## src/rtl/dram_dma_pkg.sv

```systemverilog
// Shared constants for the data RAM access and DMA port
package dram_dma_pkg;
  localparam int RAM_ADDR_W  = 24;
  localparam int XFER_ADDR_W = 26;
  localparam int WORD_W      = 32;
  localparam int LANES       = 4;
  localparam int SIZE_W      = 2;
  localparam int WORD_LSB    = 2;
  localparam logic [SIZE_W-1:0] SIZE_BYTE  = 2'h0;
  localparam logic [SIZE_W-1:0] SIZE_HALF  = 2'h1;
  localparam logic [SIZE_W-1:0] SIZE_WORD  = 2'h2;
  localparam logic [SIZE_W-1:0] SIZE_RSVD  = 2'h3;
  localparam logic              DIR_READ   = 1'b0;
  localparam logic              DIR_WRITE  = 1'b1;
  localparam logic [LANES-1:0]  BWE_NONE   = 4'h0;
  localparam logic [LANES-1:0]  BWE_ALL    = 4'hf;
  localparam logic [LANES-1:0]  BWE_BYTE0  = 4'h1;
  localparam logic [LANES-1:0]  BWE_HALF0  = 4'h3;
  localparam int BUF_DEPTH   = 2;
endpackage : dram_dma_pkg

```

## src/rtl/dram_dma_if.sv

```systemverilog
// Link between the DMA controller end and the data RAM port end
`timescale 1ns/1ps
interface dram_dma_if;
  import dram_dma_pkg::*;
  logic [XFER_ADDR_W-1:0] xfer_byte_addr;
  logic [WORD_W-1:0]      xfer_write_word;
  logic                   xfer_port_en;
  logic [SIZE_W-1:0]      xfer_write_size;
  logic                   xfer_req_n;
  logic                   xfer_dir_sel;
  logic [WORD_W-1:0]      xfer_read_word;
  logic                   xfer_read_valid;
  logic                   xfer_read_ready;
  logic                   xfer_req_ready;
  logic                   xfer_core_stalled;
  logic                   xfer_stall_req;
  modport port_end (
    input  xfer_byte_addr, xfer_write_word, xfer_port_en, xfer_write_size, xfer_req_n,
           xfer_dir_sel, xfer_stall_req, xfer_read_ready,
    output xfer_read_word, xfer_read_valid, xfer_req_ready, xfer_core_stalled
  );
  modport dma_end (
    output xfer_byte_addr, xfer_write_word, xfer_port_en, xfer_write_size, xfer_req_n,
           xfer_dir_sel, xfer_stall_req, xfer_read_ready,
    input  xfer_read_word, xfer_read_valid, xfer_req_ready, xfer_core_stalled
  );
endinterface : dram_dma_if

```

## src/rtl/data_ram_dma_port.sv

```systemverilog
// Data RAM port: core access, DMA sharing with stall, dual-port second port
// Summary of operation
// Four active-high byte write enables, bit3 top lane
// RAM addresses are 24-bit word addresses
// Dual-port DMA uses only the second port
// Chip enable high marks an active access
// Byte write enables high only for writes
// DMA gives 26-bit byte address, unused zero
// DMA supplies 32-bit write data
// DMA transfers only while port enable high
// DMA drops port enable when idle
// Port enable tied low when unused
// Size code byte, halfword, word; 11 reserved
// DMA reads always return full word
// Read data on dedicated 32-bit output
// Transfer requested by active-low request
// Single-port: raise wait before any transfer
// Ready high once core has stalled
// DMA samples ready high before transferring
// Wait only single-port; low for dual-port
// Single-port: core stalled, DMA shares signals
// Dual-port: core keeps running during DMA; code skips the core access in the S_RDATA cycle after each DMA read
// Direction low read, high write
// Sub-word writes enable only addressed lanes
`timescale 1ns/1ps
module data_ram_dma_port
  import dram_dma_pkg::*;
(
  input  wire logic                  clk,
  input  wire logic                  rst,
  dram_dma_if.port_end               link,
  input  wire logic                  dual_port,
  input  wire logic                  core_req,
  input  wire logic                  core_write,
  input  wire logic [RAM_ADDR_W-1:0] core_word_addr,
  input  wire logic [LANES-1:0]      core_lanes,
  input  wire logic [WORD_W-1:0]     core_wdata,
  output logic [WORD_W-1:0]          core_rdata,
  output logic                       core_hold,
  output logic [RAM_ADDR_W-1:0]      ram_word_addr,
  output logic                       ram_chip_en,
  output logic [WORD_W-1:0]          ram_write_word,
  output logic [LANES-1:0]           ram_byte_write_en,
  input  wire logic [WORD_W-1:0]     ram_read_word,
  output logic [RAM_ADDR_W-1:0]      port2_word_addr,
  output logic                       port2_chip_en,
  output logic [WORD_W-1:0]          port2_write_word,
  output logic [LANES-1:0]           port2_byte_write_en,
  input  wire logic [WORD_W-1:0]     port2_read_word
);
  typedef enum logic [2:0] {
    S_RUN   = 3'b001,
    S_HELD  = 3'b010,
    S_RDATA = 3'b100
  } pstate_e;

  // Lane mask from size and low address bits
  function automatic logic [LANES-1:0] lane_mask(input logic [SIZE_W-1:0] sz, input logic [1:0] lo);
    logic [LANES-1:0] m;
    m = BWE_ALL;
    unique case (sz)
      SIZE_BYTE: m = BWE_BYTE0 << lo;
      SIZE_HALF: m = BWE_HALF0 << {lo[1], 1'b0};
      default:   m = BWE_ALL;
    endcase
    return m;
  endfunction : lane_mask

  pstate_e            state_r;
  logic               stall_s1_r;
  logic               stall_s2_r;
  logic               act_s1_r;
  logic               act_r;
  logic               dual_s1_r;
  logic               dual_r;
  logic               on_p2_r;
  logic               rd_pend_r;
  logic               push;
  logic               pop;
  logic [WORD_W-1:0]  buf_word_r [BUF_DEPTH];
  logic [0:0]         buf_wp_r;
  logic [0:0]         buf_rp_r;
  logic [1:0]         buf_cnt_r;
  logic               dma_go;
  logic               dma_wr;
  logic               buf_in_rdy;
  logic [WORD_W-1:0]  rd_word;

  // Link pins come from another block; synchronise the level controls
  always_ff @(posedge clk or posedge rst) begin
    if (rst) begin
      stall_s1_r <= 1'b0;
      stall_s2_r <= 1'b0;
      act_s1_r   <= 1'b0;
      act_r      <= 1'b0;
      dual_s1_r  <= 1'b0;
      dual_r     <= 1'b0;
    end else begin
      stall_s1_r <= link.xfer_stall_req;
      stall_s2_r <= stall_s1_r;
      act_s1_r   <= link.xfer_port_en & ~link.xfer_req_n;
      act_r      <= act_s1_r;
      // Strap pin passes two flops before use
      dual_s1_r  <= dual_port;
      dual_r     <= dual_s1_r;
    end
  end

  assign buf_in_rdy = ((buf_cnt_r + 2'(rd_pend_r)) < 2'(BUF_DEPTH));
  // A read may only start when the return buffer has room, so no word drops
  // Ready still high means this request was just taken; never take it twice
  assign dma_go = act_r & link.xfer_port_en & ~link.xfer_req_n & (state_r != S_RDATA)
                & (dual_r | (state_r == S_HELD)) & (dma_wr | buf_in_rdy) & ~link.xfer_req_ready;
  assign dma_wr = (link.xfer_dir_sel == DIR_WRITE);

  always_ff @(posedge clk or posedge rst) begin
    if (rst) begin
      state_r <= S_RUN;
    end else begin
      unique case (state_r)
        S_RUN:   if (!dual_r && stall_s2_r) state_r <= S_HELD;
        S_HELD: begin
          if (!stall_s2_r) state_r <= S_RUN;
          else if (dma_go && !dma_wr) state_r <= S_RDATA;
        end
        S_RDATA: state_r <= (dual_r || !stall_s2_r) ? S_RUN : S_HELD;
        default: state_r <= S_RUN;
      endcase
      if (dual_r && dma_go && !dma_wr && state_r == S_RUN) state_r <= S_RDATA;
    end
  end

  // Registered RAM drive: DMA owns port 1 while held, else port 2 when dual
  always_ff @(posedge clk or posedge rst) begin
    if (rst) begin
      ram_word_addr       <= '0;
      ram_chip_en         <= 1'b0;
      ram_write_word      <= '0;
      ram_byte_write_en   <= BWE_NONE;
      port2_word_addr     <= '0;
      port2_chip_en       <= 1'b0;
      port2_write_word    <= '0;
      port2_byte_write_en <= BWE_NONE;
      on_p2_r             <= 1'b0;
      core_hold           <= 1'b0;
    end else begin
      core_hold <= ~dual_r & (stall_s2_r | state_r != S_RUN);
      ram_chip_en         <= 1'b0;
      ram_byte_write_en   <= BWE_NONE;
      port2_chip_en       <= 1'b0;
      port2_byte_write_en <= BWE_NONE;
      if (dma_go && dual_r) begin
        port2_word_addr     <= link.xfer_byte_addr[WORD_LSB +: RAM_ADDR_W];
        port2_chip_en       <= 1'b1;
        port2_write_word    <= link.xfer_write_word;
        port2_byte_write_en <= dma_wr ? lane_mask(link.xfer_write_size, link.xfer_byte_addr[1:0]) : BWE_NONE;
        on_p2_r             <= 1'b1;
      end
      if (dma_go && !dual_r) begin
        ram_word_addr     <= link.xfer_byte_addr[WORD_LSB +: RAM_ADDR_W];
        ram_chip_en       <= 1'b1;
        ram_write_word    <= link.xfer_write_word;
        ram_byte_write_en <= dma_wr ? lane_mask(link.xfer_write_size, link.xfer_byte_addr[1:0]) : BWE_NONE;
        on_p2_r           <= 1'b0;
      end else if (core_req && state_r == S_RUN && !(stall_s2_r && !dual_r)) begin
        ram_word_addr     <= core_word_addr;
        ram_chip_en       <= 1'b1;
        ram_write_word    <= core_wdata;
        ram_byte_write_en <= core_write ? core_lanes : BWE_NONE;
      end
    end
  end

  always_ff @(posedge clk or posedge rst) begin
    if (rst) begin
      core_rdata <= '0;
    end else begin
      core_rdata <= ram_read_word;
    end
  end

  // Full word captured regardless of the size code
  assign rd_word = on_p2_r ? port2_read_word : ram_read_word;

  // RAM answers one cycle after the chip enable edge, so the push waits a cycle
  always_ff @(posedge clk or posedge rst) begin
    if (rst) begin
      rd_pend_r <= 1'b0;
    end else begin
      rd_pend_r <= (state_r == S_RDATA);
    end
  end

  assign push = rd_pend_r;
  // Pop only when the word is offered, so a second stored word is never skipped
  assign pop  = (buf_cnt_r != 2'h0) & link.xfer_read_ready & ~link.xfer_read_valid;

  // Two-entry return buffer between the RAM and the DMA read-data output
  always_ff @(posedge clk or posedge rst) begin
    if (rst) begin
      buf_wp_r   <= '0;
      buf_rp_r   <= '0;
      buf_cnt_r  <= '0;
      buf_word_r[0] <= '0;
      buf_word_r[1] <= '0;
    end else begin
      if (push) begin
        buf_word_r[buf_wp_r] <= rd_word;
        buf_wp_r <= buf_wp_r + 1'b1;
      end
      if (pop) buf_rp_r <= buf_rp_r + 1'b1;
      buf_cnt_r  <= buf_cnt_r + 2'(push) - 2'(pop);
    end
  end

  always_ff @(posedge clk or posedge rst) begin
    if (rst) begin
      link.xfer_read_word    <= '0;
      link.xfer_read_valid   <= 1'b0;
      link.xfer_req_ready    <= 1'b0;
      link.xfer_core_stalled <= 1'b0;
    end else begin
      link.xfer_read_valid   <= pop;
      link.xfer_read_word    <= buf_word_r[buf_rp_r];
      link.xfer_req_ready    <= dma_go;
      link.xfer_core_stalled <= ~dual_r & stall_s2_r & (state_r != S_RUN);
    end
  end
endmodule : data_ram_dma_port

```

## src/flat_wrapper.sv

```systemverilog
// flat-port wrapper written by rule: the top's interface ports become plain ports
module data_ram_dma_port_flat import dram_dma_pkg::*;
  (clk, rst, dual_port, core_req, core_write, core_word_addr, core_lanes, core_wdata, core_rdata, core_hold, ram_word_addr, ram_chip_en, ram_write_word, ram_byte_write_en, ram_read_word, port2_word_addr, port2_chip_en, port2_write_word, port2_byte_write_en, port2_read_word, link_xfer_byte_addr, link_xfer_write_word, link_xfer_port_en, link_xfer_write_size, link_xfer_req_n, link_xfer_dir_sel, link_xfer_stall_req, link_xfer_read_ready, link_xfer_read_word, link_xfer_read_valid, link_xfer_req_ready, link_xfer_core_stalled);
  dram_dma_if link_i ();
  input  wire logic clk;
  input  wire logic rst;
  input  wire logic dual_port;
  input  wire logic core_req;
  input  wire logic core_write;
  input  wire logic [RAM_ADDR_W-1:0] core_word_addr;
  input  wire logic [LANES-1:0] core_lanes;
  input  wire logic [WORD_W-1:0] core_wdata;
  output logic [WORD_W-1:0] core_rdata;
  output logic core_hold;
  output logic [RAM_ADDR_W-1:0] ram_word_addr;
  output logic ram_chip_en;
  output logic [WORD_W-1:0] ram_write_word;
  output logic [LANES-1:0] ram_byte_write_en;
  input  wire logic [WORD_W-1:0] ram_read_word;
  output logic [RAM_ADDR_W-1:0] port2_word_addr;
  output logic port2_chip_en;
  output logic [WORD_W-1:0] port2_write_word;
  output logic [LANES-1:0] port2_byte_write_en;
  input  wire logic [WORD_W-1:0] port2_read_word;
  input wire logic [$bits(link_i.xfer_byte_addr)-1:0] link_xfer_byte_addr;
  input wire logic [$bits(link_i.xfer_write_word)-1:0] link_xfer_write_word;
  input wire logic [$bits(link_i.xfer_port_en)-1:0] link_xfer_port_en;
  input wire logic [$bits(link_i.xfer_write_size)-1:0] link_xfer_write_size;
  input wire logic [$bits(link_i.xfer_req_n)-1:0] link_xfer_req_n;
  input wire logic [$bits(link_i.xfer_dir_sel)-1:0] link_xfer_dir_sel;
  input wire logic [$bits(link_i.xfer_stall_req)-1:0] link_xfer_stall_req;
  input wire logic [$bits(link_i.xfer_read_ready)-1:0] link_xfer_read_ready;
  output wire logic [$bits(link_i.xfer_read_word)-1:0] link_xfer_read_word;
  output wire logic [$bits(link_i.xfer_read_valid)-1:0] link_xfer_read_valid;
  output wire logic [$bits(link_i.xfer_req_ready)-1:0] link_xfer_req_ready;
  output wire logic [$bits(link_i.xfer_core_stalled)-1:0] link_xfer_core_stalled;
  assign link_i.xfer_byte_addr = link_xfer_byte_addr;
  assign link_i.xfer_write_word = link_xfer_write_word;
  assign link_i.xfer_port_en = link_xfer_port_en;
  assign link_i.xfer_write_size = link_xfer_write_size;
  assign link_i.xfer_req_n = link_xfer_req_n;
  assign link_i.xfer_dir_sel = link_xfer_dir_sel;
  assign link_i.xfer_stall_req = link_xfer_stall_req;
  assign link_i.xfer_read_ready = link_xfer_read_ready;
  assign link_xfer_read_word = link_i.xfer_read_word;
  assign link_xfer_read_valid = link_i.xfer_read_valid;
  assign link_xfer_req_ready = link_i.xfer_req_ready;
  assign link_xfer_core_stalled = link_i.xfer_core_stalled;
  data_ram_dma_port u_core (.clk(clk), .rst(rst), .link(link_i), .dual_port(dual_port), .core_req(core_req), .core_write(core_write), .core_word_addr(core_word_addr), .core_lanes(core_lanes), .core_wdata(core_wdata), .core_rdata(core_rdata), .core_hold(core_hold), .ram_word_addr(ram_word_addr), .ram_chip_en(ram_chip_en), .ram_write_word(ram_write_word), .ram_byte_write_en(ram_byte_write_en), .ram_read_word(ram_read_word), .port2_word_addr(port2_word_addr), .port2_chip_en(port2_chip_en), .port2_write_word(port2_write_word), .port2_byte_write_en(port2_byte_write_en), .port2_read_word(port2_read_word));
endmodule
```

## config.mk

```make
export PLATFORM = sky130hd
export DESIGN_NAME = data_ram_dma_port_flat
export DESIGN_NICKNAME = d
export VERILOG_FILES = /design/src/rtl/dram_dma_pkg.sv /design/src/rtl/dram_dma_if.sv /design/src/rtl/data_ram_dma_port.sv /design/src/flat_wrapper.sv
export SDC_FILE = /design/constraint.sdc
export NUM_CORES = 1
export LEC_CHECK = 0
export BUFFER_PORTS_ARGS = -buffer_cell sky130_fd_sc_hd__buf_4
export CAP_MARGIN = 10
export CORE_MARGIN = 5
export CORE_UTILIZATION = 51
export CTS_BUF_LIST = sky130_fd_sc_hd__clkbuf_4 sky130_fd_sc_hd__clkbuf_8
export CTS_CLUSTER_SIZE = 40
export DETAILED_ROUTE_END_ITERATION = 12
export GPL_TIMING_DRIVEN = 0
export PLACE_DENSITY = 0.82
export SLEW_MARGIN = 15
export SYNTH_ARGS = -nofsm -noshare
export SYNTH_HDL_FRONTEND = slang
export SYNTH_SLANG_ARGS = --single-unit
export TNS_END_PERCENT = 5
```

## constraint.sdc

```tcl
create_clock -name clk -period 10.3 [get_ports clk]
set_input_delay 2.06 -clock clk [delete_from_list [all_inputs] [get_ports clk]]
set_output_delay 2.06 -clock clk [all_outputs]
set_load 0.005 [all_outputs]
```

==> results.md <==
* Avg WL per Cell at around 21 microns
* Filler Cell Count at around 1300
* CP Capture Type: flip-flop
* Met2 Track Usage GR at 0.438
* # port buffers at 383
* #FFs+latches synth at between 200 and 300
* Area contributors post-synth: dfrtp_1, mux2_2, a22o_1
* DP HPWL at ~23000 microns
* Placer Congestion at 0.916
* Pwr Total at 3.38 mW
* Drt pass-1 iters at 4
* Worst Path Required at 10.71 ns
* Crit path DAT at 3.65 ns
* Largest net degree at the start of global routing at 95
* Max_cap viols at 0
* Residual DRC at 0
* Worst-Margin Slew at 0.874 ns
* Vias in the first global route at 8335
* Setup Fix Bufs, Post-CTS at 0
* Inst Count DP at between 1000 and 1500
* ANT nets after route at 0
* Leading area contributor after synthesis: dfrtp_1
* Peak VDD IR at 0.127 mV
* CP max FO at 10
* Post-synth ARST share at 1.00
* Clk Latency, worst-skew pair at 0.54 ns
* CP max-delay cell: nand4bb_1
* CTS tree: built
* Critical path class: input port to flip-flop
* Vias per inst at 5.30
* Worst path top cell family by delay: buffers and inverters
* Crit-path most repeated cell: buf_2
* Layout Skew at 0.0142 ns
* Mapped Cells at 755
* Distinct cells, synth at 38
* Fin util at 0.736
* Mapped Avg Cell Area at 13.5 sq um
* Max Slew Vio Count at 0
* # rows at 51
* Die area at 23000 sq um
* Synth top area share at 0.656
* Synth Flop Type: dfrtp_1
* Final period util at 0.315
* Iteration-0 DRC Markers at 300
* Starting Density at 0.522
* Number of flops mapped to enable cells by yosys at 0
* Post-cts resize count at 0
* Setup Total Neg Slack at 0 ns
* Ys Warns at 0
* Max Root-Sink Buffers at 3
* Final Hold Fails at 0
* Status: finished, final reports clean
* Worst setup margin at 7.06 ns
* Number of antenna violations at the first check in global routing at 2
* Min Tclk post-route at 3.24 ns
* Root buf cell: clkbuf_8
* Worst path bufs/invs at 3
* GRT met1 Usage at 0.294
* Finished Layout Cells at approximately 1500
* Via count at between 7000 and 8000
* Layer with the highest usage: met2
* HP Class: flip-flop to flip-flop
* Mapped cell area at 10200 sq um
* Most common cell in the synthesized netlist: dfrtp_1
* Max incr delay on CP at approximately 0.30 ns
* Sequential area share after synthesis at 0.659
* Max frequency at roughly 310 MHz
* Area delta synth->final at 41.0%
* Lkg Pwr at approximately 7.3 nW
* Hold_buf cts at 0
* Pre-CTS WS at 6.53 ns
* Die width at 152 microns
* Final setup violation count at 0
* H-tree levels at 2
* Post-route cell area at approximately 14000 sq um
* First-pass GRT wire length at 46200 microns
* CTS buffer count at 44
* Synth top cells by count: dfrtp_1, mux2_2, a21o_1, a22o_1, nor2_1
* Die Height at 152 microns
* Clk slew on worst S/H paths at 0.06 ns
* RSZ-0062 raised after global routing: false
* Power per cell area at 235 nW/um^2
* Crit-path cells: buf_4 > nand4bb_1 > a21o_1 > or2_1 > buf_2 > buf_2 > mux2_2
* Clk sink count at 269
* Slew headroom at 0.418
* Fin nets at around 1400
* Routed WL at 30900 microns
* Layout cells sized above 1 at 0.473
* Core ar. at 19600 sq um
* Dpl cell area at 13500 sq um
* Syn_nets at 951
* GRT met3 Usage at 0.101
* Worst Setup Start Kind: input port
* Hold WS at 0.350 ns
* Io pins at 384
* Total congestion overflow at 0
* Total GRT Usage at 0.263
## cell usage in the layout (no fill, tap or decap), types with 2 or more instances in the layout
master,count
inv_1,7
buf_6,3
nor2_1,44
mux2i_1,32
nand2_1,35
a22o_1,56
xor2_1,4
nand3_1,4
o21ai_0,42
a21oi_1,37
nor3b_1,2
buf_2,16
clkbuf_8,58
clkbuf_4,13
buf_16,2
clkinv_2,3
buf_1,4
clkbuf_1,23
a211oi_1,2
ha_1,2
nand2b_1,5
nor2b_1,2
dfrtp_1,268
a21o_1,57
diode_2,2
buf_4,387
nand3b_1,2
mux2_2,88
## logic make-up (layout without fill, tap and decap cells)
group,Yosys count,after routing,share of synthesized area
other,0,2,0
AND/OR/NAND/NOR,102,102,0.0444
adder cells (fa/ha/maj),2,2,0.00245
AO/OA/AOI/OAI,200,200,0.136
multiplexers,120,120,0.128
XOR/XNOR,4,4,0.00343
buffers and inverters,58,518,0.0269
flip-flops,269,269,0.659
## sequential cells by signal (all words and copies together), names as in the netlist, 2 cells and up
name,cells
u_core.ram_write_word,32
u_core.core_rdata,32
u_core.ram_byte_write_en,4
u_core.link.xfer_read_word,32
u_core.buf_word_r,64
u_core.state_r,3
u_core.buf_cnt_r,2
u_core.port2_word_addr,24
u_core.ram_word_addr,24
u_core.port2_byte_write_en,4
u_core.port2_write_word,32
## power by group
| group | internal (mW) | switching, mW | total [mW] |
|---|---|---|---|
| clock network | 0.547 | 0.399 | 0.946 |
| registers | 1.32 | 0.133 | 1.45 |
| logic | 0.549 | 0.437 | 0.986 |
## worst paths after layout
path	slack, ns	from	depth (start not counted)	to
setup / recovery	7.06	link_xfer_req_n	7	u_core.port2_write_word[1]$_DFFE_PP0N_
hold / removal	0.35	u_core.stall_s1_r$_DFF_PP0_	0	u_core.stall_s2_r$_DFF_PP0_
setup reg to reg	7.85	u_core.push$_DFF_PP0_	7	u_core.port2_write_word[1]$_DFFE_PP0N_
hold reg to reg	0.35	u_core.stall_s1_r$_DFF_PP0_	0	u_core.stall_s2_r$_DFF_PP0_
max in group asynchronous	7.78	rst	3	u_core.core_rdata[26]$_DFF_PP0_
min in group asynchronous	1.64	rst	2	u_core.ram_write_word[15]$_DFFE_PP0P_
## final cells by class
type / count / area (sq um) / area share
antenna: 2 / 5.00 / 0.000347
inverter: 8 / 37.5 / 0.00260
tap: 265 / 332 / 0.0230
timing repair buffer: 385 / 2930 / 0.203
clock inverter: 4 / 22.5 / 0.00156
multi-input combinational: 428 / 3210 / 0.223
clock buffer: 71 / 896 / 0.0622
sequential: 269 / 6730 / 0.467
buffer: 50 / 245 / 0.0170
## metal layers
layer	wire length (microns)	vias up
li1	-	3538
met1	10800	3860
met2	15000	356
met3	3280	108
met4	1760	0
met5	0	-
Power figures use the tool's default switching activity.
